<file path="config.mk">
export PLATFORM = sky130hd
export DESIGN_NAME = acp_ctrl
export DESIGN_NICKNAME = d
export VERILOG_FILES = /design/src/hw/acp_pkg.sv /design/src/hw/acp_ctrl.sv
export VERILOG_INCLUDE_DIRS = /design/src /design/src/hw
export SDC_FILE = /design/constraint.sdc
export NUM_CORES = 1
export LEC_CHECK = 0
export BUFFER_PORTS_ARGS = -buffer_cell sky130_fd_sc_hd__buf_2
export CORE_ASPECT_RATIO = 0.7
export CORE_MARGIN = 5
export CORE_UTILIZATION = 55
export DETAILED_ROUTE_END_ITERATION = 16
export PLACE_DENSITY = 0.78
export RECOVER_POWER = 100
export SYNTH_ARGS = -nofsm -noshare
export SYNTH_HDL_FRONTEND = slang
export SYNTH_SLANG_ARGS = --single-unit
</file>
<file path="constraint.sdc">
create_clock -name core_clk_in -period 3.45 [get_ports core_clk_in]
set_clock_uncertainty 0.2 [all_clocks]
set_input_delay 0.345 -clock core_clk_in [delete_from_list [all_inputs] [get_ports core_clk_in]]
set_output_delay 0.345 -clock core_clk_in [all_outputs]
set_load 0.1 [all_outputs]
</file>
<file path="src/hw/acp_consts.svh">
`ifndef ACP_CONSTS_SVH
`define ACP_CONSTS_SVH
// ****************************************************************
// timing figures and derived cycle counts at 100 MHz
// ****************************************************************
`define ACP_CLK_NS 100'd10
`define ACP_DEEP_WAKE_MS 10
`define ACP_LIGHT_WAKE_NS 200
`define ACP_CONV_MAX_NS 750
`define ACP_ACQ_NS 150
`define ACP_PULSE_NS 40
`define ACP_DEEP_WAKE_CYC ((`ACP_DEEP_WAKE_MS * 1000000 + 9) / 10)
`define ACP_LIGHT_WAKE_CYC ((`ACP_LIGHT_WAKE_NS + 9) / 10)
`define ACP_CONV_MAX_CYC ((`ACP_CONV_MAX_NS + 9) / 10)
`define ACP_ACQ_CYC ((`ACP_ACQ_NS + 9) / 10)
`define ACP_PULSE_CYC ((`ACP_PULSE_NS + 9) / 10)
`define ACP_CNT_W 20
`define ACP_DATA_W 12
`endif

</file>
<file path="src/hw/acp_pkg.sv">
package acp_pkg;
   // ****************************************************************
   // operating arrangements and pin bundles
   // ****************************************************************
   typedef enum logic [1:0] {
      ACP_MODE_FREE,
      ACP_MODE_STROBED,
      ACP_MODE_SLOWMEM,
      ACP_MODE_ROM
   } acp_mode_t;

   typedef struct packed {
      logic convert_start_n;
      logic select_n;
      logic read_n;
      logic power_down_n;
      logic standby_depth_select;
   } acp_pins_t;
endpackage

</file>
<file path="src/hw/acp_ctrl.sv">
`include "acp_consts.svh"
`timescale 1ns/1ps
`default_nettype none
module acp_ctrl (
   input wire logic core_clk_in,
   input wire logic nrst_in,
   input wire acp_pkg::acp_mode_t mode_in,
   input wire logic start_in,
   input wire logic sleep_in,
   input wire logic light_in,
   input wire logic busy_n_in,
   input wire logic [11:0] data_in,
   output acp_pkg::acp_pins_t pins_out,
   output logic ready_out,
   output logic result_valid_out,
   output logic [11:0] result_out,
   output logic timeout_out
);
   // ****************************************************************
   // sequencer states
   // ****************************************************************
   typedef enum logic [2:0] {
      ACP_ST_WAKE,
      ACP_ST_IDLE,
      ACP_ST_PULSE,
      ACP_ST_CONV,
      ACP_ST_READ,
      ACP_ST_ACQ,
      ACP_ST_SLEEP
   } acp_state_t;

   acp_state_t state_reg, state_next;
   logic [`ACP_CNT_W-1:0] cnt_reg, cnt_next;
   logic [11:0] result_reg, result_next;
   logic valid_reg, valid_next;
   logic tmo_reg, tmo_next;
   logic busy_d_reg, busy_d_next;
   logic cs_reg, cs_next;
   logic rd_reg, rd_next;
   logic cv_reg, cv_next;
   logic pd_reg, pd_next;
   logic light_reg, light_next;
   logic busy_rise;

   assign busy_rise = busy_n_in & ~busy_d_reg;

   // ****************************************************************
   // next state and pin values
   // ****************************************************************
   always_comb begin
      state_next = state_reg;
      cnt_next = cnt_reg;
      result_next = result_reg;
      valid_next = 1'b0;
      tmo_next = tmo_reg;
      busy_d_next = busy_n_in;
      cs_next = 1'b0;
      rd_next = rd_reg;
      cv_next = cv_reg;
      pd_next = pd_reg;
      light_next = light_reg;
      if (cnt_reg != '0) begin
         cnt_next = cnt_reg - 1'b1;
      end
      case (state_reg)
         ACP_ST_WAKE: begin
            pd_next = 1'b1;
            cv_next = 1'b1;
            rd_next = (mode_in == acp_pkg::ACP_MODE_FREE) ? 1'b0 : 1'b1;
            if (cnt_reg == '0) begin
               state_next = ACP_ST_IDLE;
            end
         end
         ACP_ST_IDLE: begin
            rd_next = (mode_in == acp_pkg::ACP_MODE_FREE) ? 1'b0 : 1'b1;
            cv_next = 1'b1;
            if (sleep_in) begin
               // light selection must settle before power_down_n falls
               light_next = light_in;
               state_next = ACP_ST_SLEEP;
               cnt_next = `ACP_CNT_W'(`ACP_PULSE_CYC);
            end else if (start_in) begin
               cv_next = 1'b0;
               tmo_next = 1'b0;
               if (mode_in == acp_pkg::ACP_MODE_SLOWMEM ||
                   mode_in == acp_pkg::ACP_MODE_ROM) begin
                  rd_next = 1'b0;
               end
               cnt_next = `ACP_CNT_W'(`ACP_PULSE_CYC);
               state_next = ACP_ST_PULSE;
            end
         end
         ACP_ST_PULSE: begin
            if (cnt_reg == '0) begin
               // rom strobe reads the previous result as it ends
               if (mode_in == acp_pkg::ACP_MODE_ROM) begin
                  result_next = data_in;
                  valid_next = 1'b1;
               end
               // slow memory keeps the combined strobe low while busy
               if (mode_in != acp_pkg::ACP_MODE_SLOWMEM) begin
                  cv_next = 1'b1;
                  rd_next = (mode_in == acp_pkg::ACP_MODE_FREE) ? 1'b0 : 1'b1;
               end
               cnt_next = `ACP_CNT_W'(`ACP_CONV_MAX_CYC + 4);
               state_next = ACP_ST_CONV;
            end
         end
         ACP_ST_CONV: begin
            if (busy_rise && cnt_reg < `ACP_CNT_W'(`ACP_CONV_MAX_CYC + 2)) begin
               if (mode_in == acp_pkg::ACP_MODE_STROBED) begin
                  rd_next = 1'b0;
                  cnt_next = `ACP_CNT_W'(`ACP_PULSE_CYC);
                  state_next = ACP_ST_READ;
               end else begin
                  // capture on busy rising edge; rom read it already
                  if (mode_in != acp_pkg::ACP_MODE_ROM) begin
                     result_next = data_in;
                     valid_next = 1'b1;
                  end
                  cv_next = 1'b1;
                  rd_next = (mode_in == acp_pkg::ACP_MODE_FREE) ? 1'b0 : 1'b1;
                  cnt_next = `ACP_CNT_W'(`ACP_ACQ_CYC);
                  state_next = ACP_ST_ACQ;
               end
            end else if (cnt_reg == '0) begin
               tmo_next = 1'b1;
               cv_next = 1'b1;
               rd_next = (mode_in == acp_pkg::ACP_MODE_FREE) ? 1'b0 : 1'b1;
               cnt_next = `ACP_CNT_W'(`ACP_ACQ_CYC);
               state_next = ACP_ST_ACQ;
            end
         end
         ACP_ST_READ: begin
            if (cnt_reg == '0) begin
               result_next = data_in;
               valid_next = 1'b1;
               rd_next = 1'b1;
               cnt_next = `ACP_CNT_W'(`ACP_ACQ_CYC);
               state_next = ACP_ST_ACQ;
            end
         end
         ACP_ST_ACQ: begin
            if (cnt_reg == '0) begin
               state_next = ACP_ST_IDLE;
            end
         end
         ACP_ST_SLEEP: begin
            if (cnt_reg == '0) begin
               pd_next = 1'b0;
            end
            if (!sleep_in && !pd_reg) begin
               pd_next = 1'b1;
               // wake time depends on standby depth
               cnt_next = light_reg ? `ACP_CNT_W'(`ACP_LIGHT_WAKE_CYC)
                                    : `ACP_CNT_W'(`ACP_DEEP_WAKE_CYC);
               state_next = ACP_ST_WAKE;
            end
         end
         default: begin
            state_next = ACP_ST_IDLE;
         end
      endcase
   end

   // ****************************************************************
   // state registers
   // ****************************************************************
   always_ff @(posedge core_clk_in or negedge nrst_in) begin
      if (!nrst_in) begin
         state_reg <= ACP_ST_WAKE;
         cnt_reg <= '0;
         result_reg <= 12'h000;
         valid_reg <= 1'b0;
         tmo_reg <= 1'b0;
         busy_d_reg <= 1'b1;
         cs_reg <= 1'b1;
         rd_reg <= 1'b1;
         cv_reg <= 1'b1;
         pd_reg <= 1'b1;
         light_reg <= 1'b1;
      end else begin
         state_reg <= state_next;
         cnt_reg <= cnt_next;
         result_reg <= result_next;
         valid_reg <= valid_next;
         tmo_reg <= tmo_next;
         busy_d_reg <= busy_d_next;
         cs_reg <= cs_next;
         rd_reg <= rd_next;
         cv_reg <= cv_next;
         pd_reg <= pd_next;
         light_reg <= light_next;
      end
   end

   // ****************************************************************
   // outputs
   // ****************************************************************
   assign pins_out.convert_start_n = cv_reg;
   assign pins_out.select_n = cs_reg;
   assign pins_out.read_n = rd_reg;
   assign pins_out.power_down_n = pd_reg;
   assign pins_out.standby_depth_select = light_reg;
   assign ready_out = (state_reg == ACP_ST_IDLE);
   assign result_valid_out = valid_reg;
   assign result_out = result_reg;
   assign timeout_out = tmo_reg;
endmodule
`default_nettype wire

</file>
==> impl_metrics.py <==
metrics = {
    "layout": {
        "antennaDiodeCount": 0,
        "largest_reg_flops": 20,
        "num-fill-cells": 387,
        "final_common_cell": "dfrtp_1",
        "final_cell_mix": "dfrtp_1 (37), nor2_1 (26), clkbuf_1 (22), nand2_1 (20), buf_2 (17)",
        "final_area_um2": 2673,
        "syn_to_final_growth_pct": 8.647,
        "nets": 307,
        "layout-drive-gt1-share": 0.1649,
    },
    "worst_setup_path": {
        "cp-startpoint": "cnt_reg[10]",
        "crit_fanout": 14,
        "critPathKind": "register to register",
        "critPathCaptureType": "register",
        "r2r_slack_ps": 300,
        "crit_path_start_kind": "register",
        "worstPathArrival_ps": 3180,
        "cp.required_ps": 3480,
        "r2r_start": "cnt_reg[10]",
    },
    "pwr": {
        "pwr-share-seq": 0.586,
        "peakVddDrop_uv": 211.1,
        "power_switching_mw": 0.2082,
        "p_clk_frac": 0.373,
        "p_leak_nw": 1.129,
        "power-per-cell-area_nw_per_um2": 324.2,
        "p_comb_frac": 0.042,
        "p_int_mw": 0.6582,
        "p_sw_frac": 0.2403,
    },
    "clock_network": {
        "worstSkewPairLatency_ps": 300,
        "postCtsSetupRepairBufs": 0,
        "clkTransAtPathRegs_ps": 90,
        "cts_buffers": 5,
        "cts_buffer_depth": 2,
        "cts_max_level": 2,
        "cts_resized": 0,
        "clock-sinks": 43,
        "cts_tree": "built",
        "root_buffer": "clkbuf_8",
    },
    "timing": {
        "hold_violations": 0,
        "fin_crit_ps": 3151,
        "slew-limit-headroom": -0.4985,
        "timing.final.crit_share": 0.9135,
        "whs_ps": 62.26,
        "finalSetupViolations": 0,
        "final.setup.worst_slack_ps": 298.5,
        "worst_slew_pin_slew_ps": 2248,
        "fmax_mhz": 317.3,
        "fin_setup_tns_ps": 0,
        "slew_viol_final": 44,
        "rsz0062_at_grt": "false",
    },
    "place": {
        "dp_hpwl_um": 3983,
        "io_buffers": 39,
        "placed_cell_area_um2": 2646,
        "gp_congestion": 0.8835,
        "dp_slack_ps": 275.1,
    },
    "floorplanning": {
        "num_rows": 20,
        "die_area_um2": 5931,
        "io_pins": 40,
        "die_h_um": 65.95,
        "initial_core_util": 0.5682,
        "coreArea_um2": 4329,
        "die_x_um": 89.93,
    },
    "grt": {
        "grt_pass1_wl_um": 9121,
        "antenna_found_initial": 0,
        "grt_pass1_vias": 1906,
        "grt_usage": 0.1885,
        "grt_max_degree": 44,
        "grt_overflow": 0,
    },
    "routing": {
        "routedWlPerCell_um": 15.89,
        "routed_via_density": 5.803,
        "drtPass1Iterations": 4,
        "drc": 0,
        "ant_nets": 0,
        "first_iter_violations": 198,
        "routed_wirelength_um": 5401,
        "num_vias": 1973,
    },
    "worst_hold_path": {
        "hold_class": "input port to register",
        "hp-start": "data_in[3]",
    },
    "logic_synthesis": {
        "synth.net_count": 271,
        "async_flop_share": 1.000,
        "synth-main-ff-cell": "dfrtp_1",
        "ys_types": 57,
        "yosys-top-cells-area": "dfrtp_1 (38%), dfstp_2 (6.4%), mux2_4 (6.1%)",
        "ys_warn_count": 0,
        "syn_avg_cell_area_um2": 9.919,
        "synth_enable_flop_cells": 0,
        "yosysSeqAreaShare": 0.4405,
        "ys_seq_elements": 43,
        "synth_cells": 248,
        "yosysTopAreaCell": "dfrtp_1",
        "synth_area_um2": 2460,
        "yosys.area.top_type_share": 0.3764,
    },
    "run": {
        "drv_cap": 1,
    },
    "outcome": {
        "violations": "max-capacitance violations, max-slew violations",
        "run_status": "complete, but fails checks",
    },
}
power by group through the flow:
| stage | Combinational (mW) | Sequential (mW) | Clock (mW) |
|---|---|---|---|
| after floorplan | 0.0149 | 0.517 | 0 |
| after global placement | 0.0364 | 0.517 | 0 |
| after detailed placement | 0.0374 | 0.517 | 0 |
| after CTS | 0.0381 | 0.508 | 0.329 |
| after global routing | 0.0410 | 0.508 | 0.352 |
| final | 0.0361 | 0.508 | 0.323 |
kinds of logic after synthesis:
kind of cell / Yosys count / synth area share
compound gates: 58 / 0.1526
xor+xnor: 14 / 0.04985
fa+ha+maj: 3 / 0.01526
buf+inv: 19 / 0.04832
flops: 43 / 0.4405
mux: 15 / 0.08342
other cells: 1 / 0.001524
simple gates: 95 / 0.2085
cell usage after synthesis, drive strengths merged, types with 6 or more instances:
master,number
nand2,20
dfrtp,37
nor2b,8
a21oi,15
buf,9
dfstp,6
xor2,6
nor2,28
mux2,14
nor3,6
nand2b,7
xnor2,8
o21ai,17
critical path: stages (launching register included):
cell and delay, ps:
dfrtp_1 410, or4_1 640, or4_4 630, nor2_8 190, inv_2 100, buf_4 190, o21a_1 180, a211oi_1 200
mux2_2 360
layout make-up:
type | instances | area (µm²) | area share
Clock buffer | 5 | 68.82 | 0.02575
Clock inverter | 3 | 20.02 | 0.007491
Timing Repair Buffer | 43 | 200.2 | 0.07491
Inverter | 5 | 18.77 | 0.007022
Multi-Input combinational cell | 186 | 1212 | 0.4537
Tap cell | 55 | 68.82 | 0.02575
Sequential cell | 43 | 1084 | 0.4054
stage by stage:
step                      instances  total power [mW]  utilization
after floorplan                 248            0.5322            -
after global placement          331            0.5536       0.6113
after detailed placement        331            0.5547       0.6113
after CTS                       340            0.8749       0.6341
after global routing            340            0.9013       0.6173
final                           340            0.8664       0.6173
final timing paths:
path / end / depth (start not counted)
hold / removal: result_out[3] / 2
hold reg to reg: cv_reg / 2
max in group asynchronous: result_out[6] / 1
setup / recovery: rd_reg / 8
min in group asynchronous: timeout_out / 1
setup reg to reg: rd_reg / 8
routing by layer:
layer,vias up,global-route usage,wire length (µm)
li1,949,-,-
met1,927,0.2945,2672
met2,92,0.2482,2178
met3,5,0.06485,521
met4,0,0.03346,27
met5,-,0,0
timing repair:
item	CTS	global route
hold endpoints to repair	1	0
hold buffers	1	0
endpoints found under the setup margin	0	0
(Power assumes the default switching activity.)
